### config.mk
export PLATFORM = sky130hd
export DESIGN_NAME = ubfc_core
export DESIGN_NICKNAME = d
export VERILOG_FILES = /design/src/common/ubfc_pkg.sv /design/src/verilog/ubfc_core.sv /design/src/verilog/ubfc_div.sv /design/src/verilog/ubfc_fifo.sv
export SDC_FILE = /design/constraint.sdc
export NUM_CORES = 1
export LEC_CHECK = 0
export BUFFER_PORTS_ARGS = -buffer_cell sky130_fd_sc_hd__buf_2
export CAP_MARGIN = 25
export CORE_ASPECT_RATIO = 1.2
export CORE_MARGIN = 1
export CORE_UTILIZATION = 50
export DETAILED_ROUTE_END_ITERATION = 6
export PLACE_DENSITY = 0.78
export SYNTH_ARGS = -nofsm -noshare
export SYNTH_HDL_FRONTEND = slang
export SYNTH_HIERARCHICAL = 1
export SYNTH_SLANG_ARGS = --single-unit
### constraint.sdc
create_clock -name mclk -period 6.75 [get_ports mclk]
set_input_delay 1.0125 -clock mclk [delete_from_list [all_inputs] [get_ports mclk]]
set_output_delay 1.0125 -clock mclk [all_outputs]
set_load 0.02 [all_outputs]
### src/common/ubfc_pkg.sv
package ubfc_pkg;
   // Baud source select codes
   localparam logic [1:0] SRC_MCK = 2'h0;
   localparam logic [1:0] SRC_DIV = 2'h1;
   localparam logic [1:0] SRC_EXT = 2'h3;
   localparam logic [15:0] PRESCALE = 16'h0008;
   // Parity codes
   localparam logic [2:0] PAR_EVEN = 3'h0;
   localparam logic [2:0] PAR_ODD = 3'h1;
   localparam logic [2:0] PAR_SPACE = 3'h2;
   localparam logic [2:0] PAR_MARK = 3'h3;
   localparam logic [2:0] PAR_NONE = 3'h4;
   localparam logic [2:0] PAR_MULTI = 3'h6;
   // Stop bit codes
   localparam logic [1:0] STOP_1 = 2'h0;
   localparam logic [1:0] STOP_15 = 2'h1;
   localparam logic [1:0] STOP_2 = 2'h2;
   // Channel modes
   localparam logic [1:0] CH_NORMAL = 2'h0;
   localparam logic [1:0] CH_ECHO = 2'h1;
   localparam logic [1:0] CH_LOCAL = 2'h2;
   localparam logic [1:0] CH_REMOTE = 2'h3;
   // Oversampling ratios and character lengths
   localparam logic [4:0] OS16 = 5'h10;
   localparam logic [4:0] OS8 = 5'h08;
   localparam logic [4:0] OS1 = 5'h01;
   localparam logic [3:0] LEN_BASE = 4'h5;
   localparam logic [3:0] LEN_NINE = 4'h9;
   // Data path sizes
   localparam int WORD_W = 10;
   localparam int FIFO_DEPTH = 4;
   // Reset levels
   localparam logic LINE_IDLE = 1'b1;
   localparam logic RTS_N_RST = 1'b1;
   // Frame state machines
   typedef enum logic [4:0] {
      RX_IDLE = 5'h01, RX_START = 5'h02, RX_DATA = 5'h04, RX_PAR = 5'h08, RX_STOP = 5'h10
   } ubfc_rx_st_t;
   typedef enum logic [5:0] {
      TX_IDLE = 6'h01, TX_START = 6'h02, TX_DATA = 6'h04,
      TX_PAR = 6'h08, TX_STOP = 6'h10, TX_GUARD = 6'h20
   } ubfc_tx_st_t;
   // Divider state
   typedef struct packed {
      logic [15:0] cnt;
   } ubfc_div_st_t;
endpackage

### src/verilog/ubfc_core.sv
`timescale 1ns/1ps
module ubfc_core #(
   parameter bit HAS_MODEM = 1'b1
) (
   // Clock and reset
   input wire logic mclk,
   input wire logic reset_n,
   input wire logic periph_en,
   // Configuration, read live even while the clock is stopped
   input wire logic [1:0] baud_clock_source_select,
   input wire logic [15:0] clock_divisor,
   input wire logic sync_mode,
   input wire logic over8,
   input wire logic [1:0] char_len,
   input wire logic mode9,
   input wire logic msb_first,
   input wire logic [2:0] parity_type,
   input wire logic [1:0] stop_bits,
   input wire logic [1:0] chan_mode,
   input wire logic handshake_en,
   input wire logic rts_request,
   input wire logic [7:0] timeout_val,
   input wire logic [7:0] timeguard_val,
   input wire logic dma_en,
   input wire logic status_clear,
   // Transmit data
   input wire logic tx_valid,
   input wire logic [8:0] tx_data,
   input wire logic tx_addr_mark,
   output logic tx_ready,
   // Receive data
   output logic rx_valid,
   output logic [8:0] rx_data,
   output logic rx_addr_mark,
   input wire logic rx_ready,
   // Status
   output logic parity_err,
   output logic frame_err,
   output logic overrun_err,
   output logic rx_timeout,
   output logic ring_indicator,
   output logic carrier_detect,
   // DMA requests
   output logic tx_dma_req,
   output logic rx_dma_req,
   // Serial pins
   input wire logic sck_in,
   output logic sck_out,
   output logic sck_oe,
   output logic txd_out,
   input wire logic rxd_in,
   input wire logic cts_n,
   output logic rts_n,
   input wire logic ring_indicator_in_n,
   input wire logic carrier_detect_in_n
);
   typedef struct packed {
      logic sck_prev;
      logic [4:0] os_cnt;
      ubfc_pkg::ubfc_rx_st_t rx_st;
      logic [4:0] rx_cnt;
      logic [3:0] rx_bit;
      logic [8:0] rx_sh;
      logic rx_pbit;
      logic [8:0] rx_data;
      logic rx_addr;
      logic rx_valid;
      logic par_err, frm_err, ovr_err, tmo, tmo_arm;
      logic [7:0] tmo_cnt;
      ubfc_pkg::ubfc_tx_st_t tx_st;
      logic [4:0] tx_cnt;
      logic [3:0] tx_bit;
      logic [8:0] tx_sh;
      logic tx_pbit;
      logic [7:0] tg_cnt;
      logic tx_line, txd, rts_n, sck_out, sck_oe;
      logic tx_dma, rx_dma, ring, carrier;
   } ubfc_core_st_t;
   ubfc_core_st_t q;
   ubfc_core_st_t d;
   logic pre_tick, src_tick, div_tick, div_in, ext_sync, sck_rise, samp, baud;
   logic [4:0] os;
   logic [5:0] stop_len;
   logic [3:0] nbits, tx_idx;
   logic [8:0] mask, rx_word;
   logic rx_in, rx_end, tx_end, par_none, rx_done, rx_bad_par, pop, fifo_valid;
   logic [9:0] fifo_word;

   // Parity bit of a masked character
   function automatic logic par_of(input logic [8:0] w, input logic [2:0] t, input logic a);
      case (t)
         ubfc_pkg::PAR_EVEN: par_of = ^w;
         ubfc_pkg::PAR_ODD: par_of = ~^w;
         ubfc_pkg::PAR_SPACE: par_of = 1'b0;
         ubfc_pkg::PAR_MARK: par_of = 1'b1;
         default: par_of = a;
      endcase
   endfunction

   // Fixed prescaler on the master clock
   ubfc_div u_pre (
      .mclk(mclk),
      .reset_n(reset_n),
      .tick_in(periph_en),
      .divisor(ubfc_pkg::PRESCALE),
      .tick_out(pre_tick)
   );

   // Pin clock edge, valid given slow pin clock
   assign sck_rise = periph_en && sck_in && !q.sck_prev;
   assign ext_sync = sync_mode && (baud_clock_source_select == ubfc_pkg::SRC_EXT);

   // Source select
   always_comb begin
      case (baud_clock_source_select)
         ubfc_pkg::SRC_MCK: src_tick = periph_en;
         ubfc_pkg::SRC_DIV: src_tick = pre_tick;
         ubfc_pkg::SRC_EXT: src_tick = sck_rise;
         default: src_tick = 1'b0;
      endcase
   end
   assign div_in = src_tick && !ext_sync;

   // Programmable divider
   ubfc_div u_baud (
      .mclk(mclk),
      .reset_n(reset_n),
      .tick_in(div_in),
      .divisor(clock_divisor),
      .tick_out(div_tick)
   );

   // Sample tick, oversampling and frame sizes
   assign samp = ext_sync ? sck_rise : div_tick;
   assign os = sync_mode ? ubfc_pkg::OS1 : (over8 ? ubfc_pkg::OS8 : ubfc_pkg::OS16);
   assign baud = samp && (q.os_cnt == os - 5'h01);
   assign nbits = mode9 ? ubfc_pkg::LEN_NINE : ubfc_pkg::LEN_BASE + {2'h0, char_len};
   assign mask = 9'h1FF >> (ubfc_pkg::LEN_NINE - nbits);
   assign par_none = (parity_type == ubfc_pkg::PAR_NONE);
   assign rx_end = (q.rx_cnt == os - 5'h01);
   assign tx_end = ({1'b0, q.tx_cnt} == stop_len - 6'h01) || (q.tx_st != ubfc_pkg::TX_STOP
      && q.tx_cnt == os - 5'h01);
   assign rx_in = (chan_mode == ubfc_pkg::CH_LOCAL) ? q.tx_line : rxd_in;
   assign rx_word = msb_first ? (q.rx_sh & mask) : (q.rx_sh >> (ubfc_pkg::LEN_NINE - nbits));
   assign rx_done = samp && (q.rx_st == ubfc_pkg::RX_STOP) && rx_end;
   assign rx_bad_par = !par_none && parity_type != ubfc_pkg::PAR_MULTI
      && q.rx_pbit != par_of(rx_word, parity_type, 1'b0);
   assign tx_idx = msb_first ? nbits - 4'h1 - q.tx_bit : q.tx_bit;

   // Stop length in sample ticks
   always_comb begin
      case (stop_bits)
         ubfc_pkg::STOP_15: stop_len = sync_mode ? {1'b0, os} : {1'b0, os} + {2'h0, os[4:1]};
         ubfc_pkg::STOP_2: stop_len = {os, 1'b0};
         default: stop_len = {1'b0, os};
      endcase
   end

   // Transmit buffer
   ubfc_fifo #(
      .WIDTH(ubfc_pkg::WORD_W),
      .DEPTH(ubfc_pkg::FIFO_DEPTH)
   ) u_fifo (
      .mclk(mclk),
      .reset_n(reset_n),
      .in_valid(tx_valid),
      .in_data({tx_addr_mark, tx_data}),
      .in_ready(tx_ready),
      .out_valid(fifo_valid),
      .out_data(fifo_word),
      .out_ready(pop)
   );

   // Next state
   always_comb begin
      d = q;
      pop = 1'b0;
      d.sck_prev = sck_in;
      if (status_clear) begin
         d.par_err = 1'b0;
         d.frm_err = 1'b0;
         d.ovr_err = 1'b0;
         d.tmo = 1'b0;
      end
      if (rx_ready) begin
         d.rx_valid = 1'b0;
      end
      if (samp) begin
         d.os_cnt = (q.os_cnt >= os - 5'h01) ? 5'h00 : q.os_cnt + 5'h01;
      end
      // Receiver
      if (samp) begin
         case (q.rx_st)
            ubfc_pkg::RX_IDLE: if (!rx_in) begin
               d.rx_cnt = 5'h00;
               d.rx_bit = 4'h0;
               d.rx_sh = 9'h000;
               d.rx_st = sync_mode ? ubfc_pkg::RX_DATA : ubfc_pkg::RX_START;
            end
            ubfc_pkg::RX_START: if (q.rx_cnt == {1'b0, os[4:1]}) begin
               d.rx_cnt = 5'h00;
               d.rx_st = rx_in ? ubfc_pkg::RX_IDLE : ubfc_pkg::RX_DATA;
            end else begin
               d.rx_cnt = q.rx_cnt + 5'h01;
            end
            ubfc_pkg::RX_DATA: if (rx_end) begin
               d.rx_cnt = 5'h00;
               d.rx_sh = msb_first ? {q.rx_sh[7:0], rx_in} : {rx_in, q.rx_sh[8:1]};
               d.rx_bit = q.rx_bit + 4'h1;
               if (q.rx_bit == nbits - 4'h1) begin
                  d.rx_st = par_none ? ubfc_pkg::RX_STOP : ubfc_pkg::RX_PAR;
               end
            end else begin
               d.rx_cnt = q.rx_cnt + 5'h01;
            end
            ubfc_pkg::RX_PAR: if (rx_end) begin
               d.rx_cnt = 5'h00;
               d.rx_pbit = rx_in;
               d.rx_st = ubfc_pkg::RX_STOP;
            end else begin
               d.rx_cnt = q.rx_cnt + 5'h01;
            end
            ubfc_pkg::RX_STOP: if (rx_end) begin
               d.rx_st = ubfc_pkg::RX_IDLE;
               d.rx_data = rx_word;
               d.rx_addr = (parity_type == ubfc_pkg::PAR_MULTI) && q.rx_pbit;
               d.rx_valid = 1'b1;
               d.tmo_arm = 1'b1;
               d.tmo_cnt = 8'h00;
               if (q.rx_valid && !rx_ready) d.ovr_err = 1'b1;
               if (!rx_in) d.frm_err = 1'b1;
               if (rx_bad_par) d.par_err = 1'b1;
            end else begin
               d.rx_cnt = q.rx_cnt + 5'h01;
            end
            default: d.rx_st = ubfc_pkg::RX_IDLE;
         endcase
      end
      // Idle time-out after a character
      if (baud && q.rx_st == ubfc_pkg::RX_IDLE && q.tmo_arm && timeout_val != 8'h00) begin
         if (q.tmo_cnt == timeout_val - 8'h01) begin
            d.tmo = 1'b1;
            d.tmo_arm = 1'b0;
         end else begin
            d.tmo_cnt = q.tmo_cnt + 8'h01;
         end
      end
      // Transmitter
      if (samp) begin
         d.tx_cnt = tx_end ? 5'h00 : q.tx_cnt + 5'h01;
         case (q.tx_st)
            ubfc_pkg::TX_IDLE: begin
               d.tx_cnt = 5'h00;
               if (fifo_valid && (!handshake_en || !cts_n)) begin
                  pop = 1'b1;
                  d.tx_sh = fifo_word[8:0] & mask;
                  d.tx_pbit = par_of(fifo_word[8:0] & mask, parity_type, fifo_word[9]);
                  d.tx_bit = 4'h0;
                  d.tx_line = 1'b0;
                  d.tx_st = ubfc_pkg::TX_START;
               end
            end
            ubfc_pkg::TX_START: if (tx_end) begin
               d.tx_line = q.tx_sh[tx_idx];
               d.tx_st = ubfc_pkg::TX_DATA;
            end
            ubfc_pkg::TX_DATA: if (tx_end) begin
               d.tx_bit = q.tx_bit + 4'h1;
               d.tx_line = msb_first ? q.tx_sh[tx_idx - 4'h1] : q.tx_sh[tx_idx + 4'h1];
               if (q.tx_bit == nbits - 4'h1) begin
                  d.tx_line = par_none ? 1'b1 : q.tx_pbit;
                  d.tx_st = par_none ? ubfc_pkg::TX_STOP : ubfc_pkg::TX_PAR;
               end
            end
            ubfc_pkg::TX_PAR: if (tx_end) begin
               d.tx_line = 1'b1;
               d.tx_st = ubfc_pkg::TX_STOP;
            end
            ubfc_pkg::TX_STOP: if (tx_end) begin
               d.tg_cnt = 8'h00;
               d.tx_st = (timeguard_val != 8'h00) ? ubfc_pkg::TX_GUARD : ubfc_pkg::TX_IDLE;
            end
            ubfc_pkg::TX_GUARD: if (baud) begin
               d.tg_cnt = q.tg_cnt + 8'h01;
               if (q.tg_cnt >= timeguard_val - 8'h01) d.tx_st = ubfc_pkg::TX_IDLE;
            end
            default: d.tx_st = ubfc_pkg::TX_IDLE;
         endcase
      end
      // Pin and request outputs
      case (chan_mode)
         ubfc_pkg::CH_ECHO, ubfc_pkg::CH_REMOTE: d.txd = rxd_in;
         ubfc_pkg::CH_LOCAL: d.txd = ubfc_pkg::LINE_IDLE;
         default: d.txd = q.tx_line;
      endcase
      d.rts_n = handshake_en ? d.rx_valid : !rts_request;
      d.sck_oe = sync_mode && !ext_sync;
      d.sck_out = sync_mode && !ext_sync && baud;
      d.tx_dma = dma_en && tx_ready;
      d.rx_dma = dma_en && d.rx_valid;
      d.ring = HAS_MODEM && !ring_indicator_in_n;
      d.carrier = HAS_MODEM && !carrier_detect_in_n;
      if (!periph_en) begin
         d = q;
      end
   end

   // State register
   always_ff @(posedge mclk or negedge reset_n) begin
      if (!reset_n) begin
         q <= '0;
         q.rx_st <= ubfc_pkg::RX_IDLE;
         q.tx_st <= ubfc_pkg::TX_IDLE;
         q.tx_line <= ubfc_pkg::LINE_IDLE;
         q.txd <= ubfc_pkg::LINE_IDLE;
         q.rts_n <= ubfc_pkg::RTS_N_RST;
      end else begin
         q <= d;
      end
   end

   // Outputs from flops
   assign rx_valid = q.rx_valid;
   assign rx_data = q.rx_data;
   assign rx_addr_mark = q.rx_addr;
   assign parity_err = q.par_err;
   assign frame_err = q.frm_err;
   assign overrun_err = q.ovr_err;
   assign rx_timeout = q.tmo;
   assign ring_indicator = q.ring;
   assign carrier_detect = q.carrier;
   assign tx_dma_req = q.tx_dma;
   assign rx_dma_req = q.rx_dma;
   assign sck_out = q.sck_out;
   assign sck_oe = q.sck_oe;
   assign txd_out = q.txd;
   assign rts_n = q.rts_n;
endmodule // ubfc_core

### src/verilog/ubfc_div.sv
`timescale 1ns/1ps
module ubfc_div (
   // Clock and reset
   input wire logic mclk,
   input wire logic reset_n,
   // Tick in, divisor, tick out
   input wire logic tick_in,
   input wire logic [15:0] divisor,
   output logic tick_out
);
   ubfc_pkg::ubfc_div_st_t q;
   ubfc_pkg::ubfc_div_st_t d;

   // Count down, reload at terminal count
   always_comb begin
      d = q;
      tick_out = 1'b0;
      if (divisor == 16'h0000) begin
         d.cnt = 16'h0000;
      end else if (divisor == 16'h0001) begin
         tick_out = tick_in;
         d.cnt = 16'h0001;
      end else if (tick_in) begin
         if (q.cnt <= 16'h0001) begin
            tick_out = 1'b1;
            d.cnt = divisor;
         end else begin
            d.cnt = q.cnt - 16'h0001;
         end
      end
   end

   // State register
   always_ff @(posedge mclk or negedge reset_n) begin
      if (!reset_n) begin
         q <= '0;
      end else begin
         q <= d;
      end
   end
endmodule // ubfc_div

### src/verilog/ubfc_fifo.sv
`timescale 1ns/1ps
module ubfc_fifo #(
   parameter int WIDTH = 10,
   parameter int DEPTH = 4
) (
   // Clock and reset
   input wire logic mclk,
   input wire logic reset_n,
   // Fill side
   input wire logic in_valid,
   input wire logic [WIDTH-1:0] in_data,
   output logic in_ready,
   // Drain side
   output logic out_valid,
   output logic [WIDTH-1:0] out_data,
   input wire logic out_ready
);
   localparam int AW = $clog2(DEPTH);
   localparam int CW = $clog2(DEPTH + 1);
   typedef struct packed {
      logic [DEPTH-1:0][WIDTH-1:0] mem;
      logic [AW-1:0] wp;
      logic [AW-1:0] rp;
      logic [CW-1:0] cnt;
      logic full;
      logic nempty;
   } ubfc_fifo_st_t;
   ubfc_fifo_st_t q;
   ubfc_fifo_st_t d;
   logic push;
   logic pop;

   // Handshakes from registered flags
   assign push = in_valid && !q.full;
   assign pop = out_ready && q.nempty;
   assign in_ready = !q.full;
   assign out_valid = q.nempty;
   assign out_data = q.mem[q.rp];

   // Pointer and count update
   always_comb begin
      d = q;
      if (push) begin
         d.mem[q.wp] = in_data;
         d.wp = q.wp + AW'(1);
      end
      if (pop) begin
         d.rp = q.rp + AW'(1);
      end
      if (push && !pop) begin
         d.cnt = q.cnt + CW'(1);
      end else if (pop && !push) begin
         d.cnt = q.cnt - CW'(1);
      end
      d.full = (d.cnt == CW'(DEPTH));
      d.nempty = (d.cnt != CW'(0));
   end

   // State register
   always_ff @(posedge mclk or negedge reset_n) begin
      if (!reset_n) begin
         q <= '0;
      end else begin
         q <= d;
      end
   end
endmodule // ubfc_fifo

==> After elaboration in Yosys (flattened, before gate mapping) <==
Index checks and enable logic that the tools add are counted.
{ "word_totals": {"n_memories": 0, "ramBits": 0, "romBits": 0, "register_bits": 177, "latch_bits": 0, "inputBits": 71} }
{ "op_classes": {"magnitude_cmp": 10, "n_addsub": 24, "muxes": 100, "n_div": 0, "bitwise_logic": 2, "shift": 2, "eq_ne": 51, "mul": 0, "n_reduce_logical": 66} }
{ "ops": {"columns": ["operator", "n"], "rows": [
  ["16-bit 2-to-1 mux", 5],
  ["5-bit 2-to-1 mux", 15],
  ["6-bit 2-to-1 mux", 10],
  ["9-bit 2-to-1 mux", 5],
  ["40-bit bitwise mux", 1],
  ["6-bit case mux with 6 select lines", 1],
  ["16-bit by 1-bit less-or-equal comparator with 1-bit output (second input constant)", 2],
  ["16-bit by 1-bit subtractor with 16-bit output (second input constant)", 2],
  ["10-bit 2-to-1 mux", 3],
  ["2-bit != test (second input constant)", 15],
  ["4-bit 2-to-1 mux", 7],
  ["1-bit 2-to-1 mux", 26],
  ["13-bit case mux with 2 select lines", 1],
  ["5-bit case mux with 5 select lines", 1],
  ["8-bit 2-to-1 mux", 3],
  ["1-bit logical AND", 23],
  ["23-bit 2-to-1 mux", 1],
  ["10-bit binary-select mux with 2-bit select", 1],
  ["10-bit demux with 2-bit select", 1],
  ["5-bit case mux with 4 select lines", 1],
  ["5-bit AND reduction", 4],
  ["9-bit AND", 2],
  ["9-bit XNOR reduction", 2],
  ["9-bit parity", 2],
  ["other kinds (72)", 121]
]} }

==> Longest topological paths before layout <==
Gate-level depths: netlist of the first run.
{ "depth": {"ltp_word": 15, "mapped_depth": 22, "ltp_nobuf": 17} }

==> By module <==
Netlist of the first run, hierarchy kept.
{ "modules_own_cells": {"columns": ["mod", "cells_each", "instances", "area_per_inst_um2", "seq_area_each_um2"], "rows": [
  ["ubfc_core", 848, 1, 7344.5, 2408.6],
  ["ubfc_div", 151, 2, 1234.9, 400.4],
  ["ubfc_fifo", 147, 1, 2255.9, 1226.2]
]} }

==> Worst setup path before layout of the first run <==
Ideal clock, no wire load.
{ "synth_timing": {"kind": "input-to-reg", "from": "input port char_len[0]", "to": "register, netlist name q[8]", "required_ns": 6.690, "cell_stages": 17, "t_arrival_ns": 4.354, "setup_slack_ns": 2.336, "path_buffers": 2, "setup_time_ns": 0.060, "path_cell_list": "ha_1 > buf_4 > nor2b_1 > buf_2 > inv_1 > ha_1 > inv_1 > fa_1 > xor2_1 > mux2i_1 > xnor2_1 > mux4_2 > nand2_1 > mux2i_1 > o32a_1 > o31ai_1 > mux2_2"} }
{ "synth_lines": {"columns": ["element", "line_no", "text"], "rows": [
  ["start: declaration", "ubfc_core.sv:14", "input wire logic [1:0] char_len,"]
]} }

==> results of run 1 <==
## layout make-up
cell class,count,area (µm²),area share [%]
inverter,65,249,1.86
timing repair buffer,99,534,3.99
clock buffer,17,425,3.18
sequential,177,4440,33.2
multi-input combinational,1018,7170,53.6
tap,315,394,2.95
clock inverter,15,171,1.28
## layer usage
layer  part of all wire (%)  wire length (µm)  vias to the layer above  GRT usage [%]
met1                     45             12800                     5011           31.7
li1                       -                 -                     4875              -
met5                      0                 0                        -              0
met4                    2.2               643                        0           9.34
met2                     49             14300                      272           40.9
met3                    3.8              1110                       56           3.32
## flip-flops by register name, indices dropped and copies added, names as in the netlist, 9 cells and up
name and flops:
u_pre/q 16, rx_data 9, q 73, u_fifo/q 48, u_baud/q 16
## synthesized netlist by cell type (all sizes together), types with 16 or more instances
cell	n
nand2	123
dfrtp	172
xnor2	30
mux2	66
a21oi	57
clkbuf	37
o21ai	110
or3	18
nand3	61
nor2	84
o31ai	25
xor2	17
inv	64
nor3	38
nor2b	24
ha	49
nand2b	16
mux2i	34
buf	32
## path summary, 6_finish.rpt
kind	from	end	slack, ns	depth (start not counted)
worst max-delay path	u_pre/q[0]	q[21]	1.54	15
worst min-delay path	rx_addr_mark	rx_addr_mark	0.48	2
worst max register to register	u_pre/q[0]	q[21]	1.54	15
worst min register to register	rx_addr_mark	rx_addr_mark	0.48	2
max in group asynchronous	reset_n	u_fifo/q[39]	4.99	2
min in group asynchronous	reset_n	u_pre/q[0]	0.49	1
## power by group through the flow
stage / registers (mW) / logic, mW / clock network [mW]
CTS: 1.50 / 1.14 / 1.02
global placement: 1.50 / 1.09 / 0
floorplan: 1.46 / 0.897 / 0
global route: 1.54 / 1.25 / 1.06
finish: 1.50 / 1.14 / 0.999
detailed placement: 1.52 / 1.13 / 0
## worst min-delay path, cell delays in order, from the launching register on
cell and delay (ns):
dfrtp_1 0.34, nand2_1 0.04, o21ai_0 0.06
## through the flow
| stage | worst slack (ns) | instances | hold WS [ns] |
|---|---|---|---|
| after floorplan | 2.34 | 1329 | 0.451 |
| after global placement | 1.48 | 1672 | 0.462 |
| after detailed placement | 1.31 | 1673 | 0.473 |
| after CTS | 1.59 | 1705 | 0.492 |
| after global routing | 0.961 | 1706 | 0.499 |
| final | 1.54 | 1706 | 0.484 |
## kinds of logic (layout without fill, tap and decap cells)
family | Yosys count | in the layout | synth area share, %
buf+inv | 134 | 196 | 4.92
xor+xnor | 52 | 52 | 4.43
simple gates | 446 | 446 | 19.3
other cells | 2 | 34 | 0.0622
compound gates | 321 | 321 | 17.5
flops | 177 | 177 | 36.7
mux | 115 | 115 | 11.8
fa+ha+maj | 50 | 50 | 5.25
==> results.md, run 1 <==
Route:
- The per-cell via count in the routed design is 5.99.
- The detail route stage leaves a number of antenna-violating nets equal to 0.
- For this block, the initial DRC count from the detailed router was between 800 and 900.
- For this block, the via count after detailed routing is 10200.
- The average wire length per cell after detail routing is 16.9 µm.
- The first detailed-routing pass took 5 iterations.
- The routed design has ~29000 µm of wire.
- The post-detailed-route DRC marker count is 0.

CTS:
- The post-CTS setup-driven buffer insertion count is 0.
- The maximum number of buffers from clock root to sink is 2.
- The root buffer cell chosen for the clock tree is clkbuf_16.
- The H-tree generated during clock tree synthesis spans 4 levels.
- The tree built by TritonCTS fans out to 177 sinks.
- In this run, post-CTS hold repair placed 0 buffers.
- Clock tree synthesis inserted a total of 17 buffers.
- TritonCTS built the clock tree.
- The clock reaches the later pin of the worst-skew pair after 0.44 ns.
- The clock transition time at the flip-flop clock pins of the worst setup and hold paths is 0.07 ns.
- Post-CTS repair changed the size of 0 cells.

STA:
- The highest clock rate is around 190 MHz.
- At the pin with the least slew margin, the transition time is roughly 0.97 ns.
- The max-slew violation count came to 0.
- The worst setup skew after layout is approximately 0.016 ns.
- The hold violation count in the final report is 0.
- Setup total negative slack on the finished layout was measured at 0 ns.
- In the finished design, the share of the clock period the worst path needs comes to 77.2%.
- Setup repair after global routing left no endpoint under its margin.
- The clock period minus worst slack is 5.21 ns.
- The final setup violation count is 0.
- In this run the tightest slew margin relative to its limit is 35.1%.

Synthesis:
- In this run, distinct cell masters in the synthesized netlist total 89.
- The mapped netlist covers 0.0121 mm².
- By area the synthesized netlist is led by dfrtp_1, mux2_2, ha_1, o21ai_0, nand2_1.
- The cell accounting for the most synthesized area is dfrtp_1.
- The share of flip-flops with an asynchronous set or reset after synthesis is 100%.
- Sequential elements use 36.7% of the synthesized area.
- The prevailing post-synth register cell is dfrtp_1.
- The proportion of netlist area held by the largest area contributor is a little over a third.
- In the synthesized netlist, the number of instances is ~1300.
- The number of warnings issued by yosys is 6.
- The mean instance size in the synthesized netlist is approximately 9.3 µm².
- The number of flops mapped to enable cells by yosys is 0.
- Synthesis inferred 177 register bits.

Placed design:
- The post-placement cell area is 0.0128 mm².
- The final estimated routing congestion in global placement is ~0.95.
- The number of port buffers is 94.
- The wire-length estimate of the detail-placed layout is approximately 21000 µm.

Critical path:
- The capturing element type of the critical path is a flip-flop.
- In this run the worst path has a maximum fanout of 27.
- The critical path contains buffers and inverters numbering 2 combined.
- The critical setup path kind is reg2reg.
- The critical path launch point type is a flip-flop.
- For the worst setup path, the data required time is 7.06 ns.
- On the critical path, the stage with the largest delay is an instance of nor2_1.
- STA puts the critical path data arrival time at ~5.5 ns.
- In this design, the stage delay of the slowest critical-path cell is 0.79 ns.
- Traced cell by cell, the critical path runs through inv_1 > ha_1 > o2111ai_1 > nor2_2 > nand2_1 > a21boi_0 > mux2_2 > nand2_1 > o31ai_2 > buf_4 > a21boi_0 > a21oi_1 > nor2_1 > nand3_1 > o31ai_1.
- In this design, the largest share of critical-path delay is due to simple AND/OR/NAND/NOR gates.

Finish:
- The number of antenna diodes in the final layout is 0.
- The final standard cell utilization of the core is 57.1%.
- In the final layout, the share of cells above drive strength 1 is 18.0%.
- In the layout the commonest cells are dfrtp_1, nand2_1, o21ai_0, buf_2, nor2_1.
- The post-layout net count is between 1000 and 1500.
- The fill cell total of the finished layout is 2049.
- The most common library cell in the layout ignoring fill and taps is dfrtp_1.
- With fillers left out, the area of the finished cells amounts to 0.0134 mm².
- The area growth from synthesis to layout is 10.8%.

Floorplan:
- During I/O placement, the number of pins put on the boundary was 95.
- In this run the vertical extent of the chip is 172 µm.
- The width of the chip is between 100 and 150 µm.
- The total area inside the core boundary comes to between 0.02 and 0.025 mm².
- The initial core utilization is 51.5%.
- The floorplan row count is slightly above 60.
- The floorplan step defined a die boundary enclosing roughly 0.025 mm².

Pwr:
- The proportion of total power due to net switching is 35.5%.
- The maximum vdd ir drop is ~0.18 mV.
- The proportion of power drawn by flip-flops and latches is between 40 and 50%.
- The power per cell area is 272 mW/mm².
- The clock group share of total power is 27.4%.
- The cell-internal power is about 2.3 mW.
- Summed over all nets, the switching power comes to roughly 1.3 mW.
- Of the total power, combinational logic draws between 30% and 40%.
- Summing internal, switching and leakage power gives 3.64 mW.
- The static leakage power is 5.83 nW.

Global routing:
- Global routing consumed, over all layers together, 24.3% of the routing resources.
- The maximum number of pins on one net before global-route repair is between 100 and 150.
- The wire length of the first global-routing pass is 47800 µm.
- The number of global-route vias before repair is 9847.
- The total overflow left after global routing is 0.
- The initial antenna violation count is 0.

Hold path:
- The path class of the tightest hold or removal check is reg2reg.

Outcome:
- The flow ran to the end, and the final reports show no timing, DRC or antenna violations.

Job:
- The max capacitance violation total is 0.
(Power assumes the default switching activity.)
==> run 2, diff against run 1 <==
- clock period: 6.75 -> 5.3 ns (I/O delays scaled with it)
==> results.md, run 2 (synthesis gave the netlist of run 1 again) <==
STA:
- The slew at the pin closest to its max-slew limit is ~0.9 ns.
- Measured against its own limit, the worst slew margin works out to 38.5%.
- For the final database, setup skew stands at 0.0128 ns.
- Setup repair after global routing left no endpoint under its margin.
- Derived from the worst setup path, the maximum achievable clock frequency is 235 MHz.
- Once routing completed, OpenROAD measured the worst setup slack at 1.04 ns.
- In the final timing run, aggregate negative setup slack is 0 ns.
- The max-slew violation count is 0.
- Final hold analysis gives a worst-case slack of 0.425 ns.
- The final setup violation count is 0.
- The hold violation count in the final report is 0.
- The worst path uses 80.3% of the clock period.
- The clock period minus worst slack is 4.26 ns.

Floorplan:
- The placeable core region is ~0.023 mm².
- The floorplan step set the die width to 144 µm.
- The die is roughly 170 µm tall.
- 95 I/O pins were placed.
- Once the floorplan was initialized, standard cells occupied 51.5% of the core.
- The floorplan row count is 61.
- The die covers 0.0248 mm².

Finish:
- The post-layout net count is ~1500.
- The area of all placed cells without fillers is roughly 0.013 mm².
- More flip-flops sit in one register than any other, and that register is q.
- In the layout the commonest cells are dfrtp_1, nand2_1, o21ai_0, buf_2, nor2_1.
- The area growth from synthesis to layout is 11.1%.
- Fill cells in the final layout number 2036.
- The register with the most flip-flops in the layout has 73 of them.
- Leaving out fill and tap cells, the most frequent cell in the layout is dfrtp_1.
- In the final layout, the share of cells above drive strength 1 is between 15 and 20%.
- The largest registers in the layout are q x73, u_fifo/q x48.
- The number of antenna diodes in the final layout is 0.

Route:
- The post-detailed-route count of antenna-violating nets is 0.
- The post-detailed-route DRC marker count is 0.
- The first detailed-routing pass ran for 5 iterations.
- Wire segments on met2 add up to 13800 µm in the final route.
- Summed over all layers, the routed wires come to 28500 µm.
- The top layer reached by signal wires is met4.
- After detailed routing, the met3 layer carries between 1000 and 1500 µm of wire.
- Dividing the detail-routed wire length by the instance count gives 16.6 µm.
- Dividing the detail-routed via count by the number of cells gives 5.92.
- The wire length on met1 is 12800 µm.
- For this block, the initial DRC count from the detailed router was 909.
- The detailed router placed 10100 vias in this run.

CTS:
- TritonCTS built the clock tree.
- The H-tree level count is 4.
- The number of setup buffers added after CTS is 0.
- In this run, post-CTS repair resized a total of 0 instances.
- The source-to-sink clock delay at the later pin of the worst-skew pair is approximately 0.45 ns.
- Counting along the longest clock path gives a buffer depth of 2.
- The CTS sink count is 177.
- The clock root buffer is clkbuf_16.
- The total CTS buffers is 17.
- The cts-stage hold buffer count is 0.
- The clock transition time at the flip-flop clock pins of the worst setup and hold paths is around 0.08 ns.

Critical path:
- The signal arrival time at the worst endpoint is roughly 4.7 ns.
- The worst setup path is captured at a flip-flop.
- The critical path goes through inv_1 > ha_1 > o2111ai_1 > nor2_2 > nand2_1 > a21boi_0 > mux2_2 > nand2_1 > o31ai_2 > a21boi_0 > a21oi_1 > buf_4 > nand2b_1 > or3_1 > nor4b_1 > o21ai_1 > nand3_1.
- The critical path launch point type is a flip-flop.
- The worst register-to-register path has a setup slack of 1.04 ns.
- The critical path in this run is classified as reg2reg.
- The maximum fanout encountered on the critical timing path is 19.
- The slowest stage of the critical path belongs to the cell or3_1.
- In this design, the stage delay of the slowest critical-path cell is 0.69 ns.
- STA puts the critical path data required time at approximately 5.7 ns.

Pwr:
- For this design the static power due to leakage is 5.85 nW.
- The worst-case IR drop observed on VDD is approximately 0.22 mV.
- The power per cell area is around 350 mW/mm².
- The total design power is 4.64 mW.

Job:
- The tool flagged a number of max-cap violations equal to 0.

Placed design:
- After legalization and detailed placement, the total HPWL measured 20700 µm.
- The worst slack at placement is 0.828 ns.
- The count of buffers added on input and output ports is 94.
- The placed instances occupy a cell area of 0.0128 mm².
- The final estimated routing congestion in global placement is about 0.95.

Hold path:
- The type of the worst min-delay path is in2async.

Global routing:
- The first global-routing pass estimated 47600 µm of wire.
- The initial antenna violation count was 0.
- Global routing finished with a remaining overflow of 0.
- Entering global routing, the biggest net connects 99 pins.
- Global routing consumed, over all layers together, 24.1% of the routing resources.
- The number of global-route vias before repair came to roughly 9800.

Outcome:
- The run finished with clean final reports.
==> run 2: cell count changes in the layout (fill, tap and decap cells not counted), sizes merged <==
cell      before  now
buf           99  107
bufinv         0    1
clkbuf        17   19
clkinv         5    3
clkinvlp       0    2
inv           75   72
==> run 2: per-stage QoR <==
stage          cells  util [%]
2_1_floorplan   1329         -
3_3_place_gp    1682      54.7
3_5_place_dp    1682      54.7
4_1_cts         1714      57.2
5_1_grt         1714      57.2
6_report        1714      57.2
==> run 2: final cells by class <==
cell class                 instances  area (µm²)  share of cell area, %
inverter                          65         249                   1.86
sequential                       177        4440                   33.1
multi-input combinational       1018        7170                   53.4
clock buffer                      19         453                   3.38
clock inverter                    13         139                   1.04
timing repair buffer             107         574                   4.28
tap                              315         394                   2.94
==> run 2: critical path, delay by kind of cell (launching register included) <==
kind,cells,cell delay [ns]
buf+inv,2,0.27
simple gates,7,2.12
mux,1,0.17
compound gates,6,0.92
fa+ha+maj,1,0.29
flops,1,0.42
==> run 2: routing by layer <==
| layer | vias up | GRT usage [%] |
|---|---|---|
| met5 | - | 0 |
| met4 | 0 | 10.3 |
| met3 | 48 | 2.71 |
| met2 | 294 | 39.8 |
| met1 | 4921 | 31.8 |
| li1 | 4885 | - |
==> run 2: path summary, 6_finish.rpt <==
kind                                     start        endpoint  cells past startpoint
worst max-delay path                u_pre/q[0]      parity_err                     17
worst min-delay path                   reset_n         sck_out                      1
worst max register to register      u_pre/q[0]      parity_err                     17
worst min register to register  ring_indicator  ring_indicator                      2
max in group asynchronous              reset_n      rx_data[0]                      2
min in group mclk               ring_indicator  ring_indicator                      2
==> run 2: where the power goes <==
part	leakage, nW	internal [mW]	switching (mW)
Clock	0.289	0.691	0.589
Sequential	2.28	1.65	0.265
Combinational	3.28	0.698	0.749
Total	5.85	3.04	1.60
==> run 3, diff against run 2 <==
- clock period: 5.3 -> 4.45 ns (I/O delays scaled with it)
==> results.md, run 3 (synthesis gave the netlist of run 1 again) <==
Finish:
- In the layout the commonest cells are dfrtp_1, nand2_1, o21ai_0, buf_2, nor2_1.
- q holds more flip-flops than any other register.
- Leaving out fill and tap cells, the most frequent cell in the layout is dfrtp_1.
- The ratio of cells with drive above 1 in the final layout is 18.8%.
- 0 antenna diodes ended up in the layout.
- The area growth from synthesis to layout is 11.8%.
- The final non-filler cell total is 1720.
- The area of all placed cells without fillers is 0.0135 mm².
- The largest registers in the layout are q x73, u_fifo/q x48.
- After filler insertion, the fill cell instance count of the layout stands at roughly 2000.
- The total area of sequential cells is 0.00444 mm².
- For this run, the post-layout net count is 1513.
- The register with the most flip-flops in the layout has 73 of them.
- The multi-input combinational cells in the finished layout cover a total of 0.00717 mm².

Floorplan:
- The total area inside the core boundary comes to 0.0234 mm².
- The floorplan row count is a little over 60.
- For this configuration, the core starts out at a cell density of 51.5%.
- The die covers 0.0248 mm².
- The I/O pin count is 95.
- In this run the vertical extent of the chip is approximately 170 µm.
- The width of the chip is between 100 and 150 µm.

CTS:
- Buffers inserted to repair hold after CTS numbered 0.
- In this run the deepest clock path goes through 2 buffers.
- The H-tree level count is 4.
- The number of gates resized after CTS was 0.
- The cell sitting at the root of the clock tree is a clkbuf_16.
- The CTS sink count is roughly 180.
- The TritonCTS clock tree is yes.
- Post-CTS timing repair inserted 0 buffers for setup.
- The clock transition time at the flip-flop clock pins of the worst setup and hold paths is 0.07 ns.
- Counting the buffers created by CTS gives 17.
- Clock latency on the worst-skew pair, taken at its later pin, is 0.44 ns.

Placed design:
- The number of port buffers is 94.
- After detailed placement, the total cell area comes to between 0.01 and 0.015 mm².
- Routability-driven placement finished with a final weighted congestion of 0.933.
- The total placed cells including tap cells is 1688.
- The final HPWL from detailed placement is 20700 µm.

STA:
- The max-slew violation count is 0.
- The hold violation count in the final report was 0.
- For the pin with the worst max-slew slack, the measured transition is ~0.9 ns.
- The period utilization is 88.2%.
- The highest clock rate is 255 MHz.
- The worst setup skew after layout is approximately 0.011 ns.
- The worst path needs 3.93 ns of the cycle, external delays included.
- Setup repair after global routing left no endpoint under its margin.
- The final-layout setup total negative slack is 0 ns.
- Measured against its own limit, the worst slew margin works out to between 30% and 40%.
- Setup violations remaining at the end of the flow were counted as 0.

Job:
- The tool flagged a number of max-cap violations equal to 0.

Route:
- The detailed router put a total of 12700 µm of wire on met1.
- The post-detailed-route DRC marker count is 0.
- After detailed routing, the met2 layer carries 14200 µm of wire.
- The routed wire length is 28900 µm.
- Routed signal wires occupy layers up through met4.
- The per-cell via count in the routed design is 5.99.
- The number of vias after detailed routing is around 10000.
- The number of DRC violations after detailed-routing iteration 0 is 1020.
- Once detail routing completed, the nets flagged for antenna violations numbered 0.
- The pre-antenna-repair detailed-routing pass consisted of 5 iterations.
- The average wire length per cell after detail routing is 16.8 µm.
- Detailed routing placed a total of 1510 µm of wire on met3.

Pwr:
- The power per cell area is 414 mW/mm².
- Summed over all cells, the static leakage comes to 5.90 nW.
- The total design power is 5.59 mW.
- IR analysis of the VDD net gives a maximum drop of 0.250 mV.

Global routing:
- The initial antenna violation count is 0.
- Global routing finished with a remaining overflow of 0.
- The total global routing track utilization is about a quarter.
- The number of global-route vias before repair is 9773.
- The first global-routing pass estimated 48500 µm of wire.
- The maximum number of pins on one net before global-route repair is 100.

Critical path:
- In this run the worst path has a maximum fanout of 5.
- The startpoint identified for the worst register-to-register timing path is u_pre/q[0].
- Data on the critical path arrives at its endpoint at 4.30 ns.
- The worst setup path is of the in2reg kind.
- The worst setup path is launched from an input pin.
- The reg-to-reg setup timing slack is 0.55 ns.
- The endpoint of the worst register-to-register path is q[35].
- The number of cells on the worst reg-to-reg path is 16.
- The worst setup path is captured at a flip-flop.
- The source of the critical timing path is char_len[0].
- The required time of the worst setup path is 4.83 ns.
- The critical path ends at q[8].

Hold path:
- In this run the worst hold path is classified as in2async.

Outcome:
- The run finished with clean final reports.
-- run 3: critical path, cell delays in order --
cell and delay [ns]:
buf_2 0.12, ha_1 0.31, nor2b_1 0.24, inv_1 0.07, ha_1 0.31, inv_1 0.08
fa_1 0.46, mux2i_1 0.32, inv_1 0.13, ha_1 0.23, xnor2_1 0.31, mux4_2 0.36
nor2_1 0.12, o21ai_0 0.10, o32a_1 0.19, o31ai_1 0.08, mux2_2 0.20
-- run 3: worst min-delay path by stage --
stage	cells past startpoint	startpoint	to
final	1	reset_n	q[45]
after global routing	1	reset_n	u_pre/q[0]
after CTS	1	reset_n	q[45]
after detailed placement	2	rx_timeout	rx_timeout
after global placement	2	rx_data[8]	rx_data[8]
after floorplan	0	reset_n	carrier_detect
-- run 3: per-layer routing --
layer | up-vias | GRT usage, %
li1 | 4918 | -
met1 | 5006 | 33.0
met2 | 336 | 40.6
met3 | 39 | 3.82
met4 | 0 | 7.08
met5 | - | 0
-- run 3: metrics by stage --
step	setup slack, ns	hold slack (ns)	utilization (%)
global placement	0.329	0.458	55.0
finish	0.523	0.268	57.6
floorplan	0.381	0.372	-
global route	0.137	0.318	57.6
CTS	0.601	0.299	57.6
detailed placement	0.213	0.460	55.0
-- run 3: final cells by class --
| type | count | share of cell area, % |
|---|---|---|
| clock buffers | 17 | 3.15 |
| clock inverters | 15 | 1.40 |
| inverters | 65 | 1.85 |
| multi-input cells | 1018 | 53.1 |
| flip-flops and latches | 177 | 32.9 |
| well taps | 315 | 2.92 |
| repair buffers | 113 | 4.68 |
-- run 3: report_power, final --
| part | total, mW | internal (mW) | leakage, nW | switching [mW] |
|---|---|---|---|---|
| logic | 1.75 | 0.842 | 3.32 | 0.910 |
| clock network | 1.56 | 0.813 | 0.298 | 0.744 |
| registers | 2.28 | 1.97 | 2.28 | 0.314 |
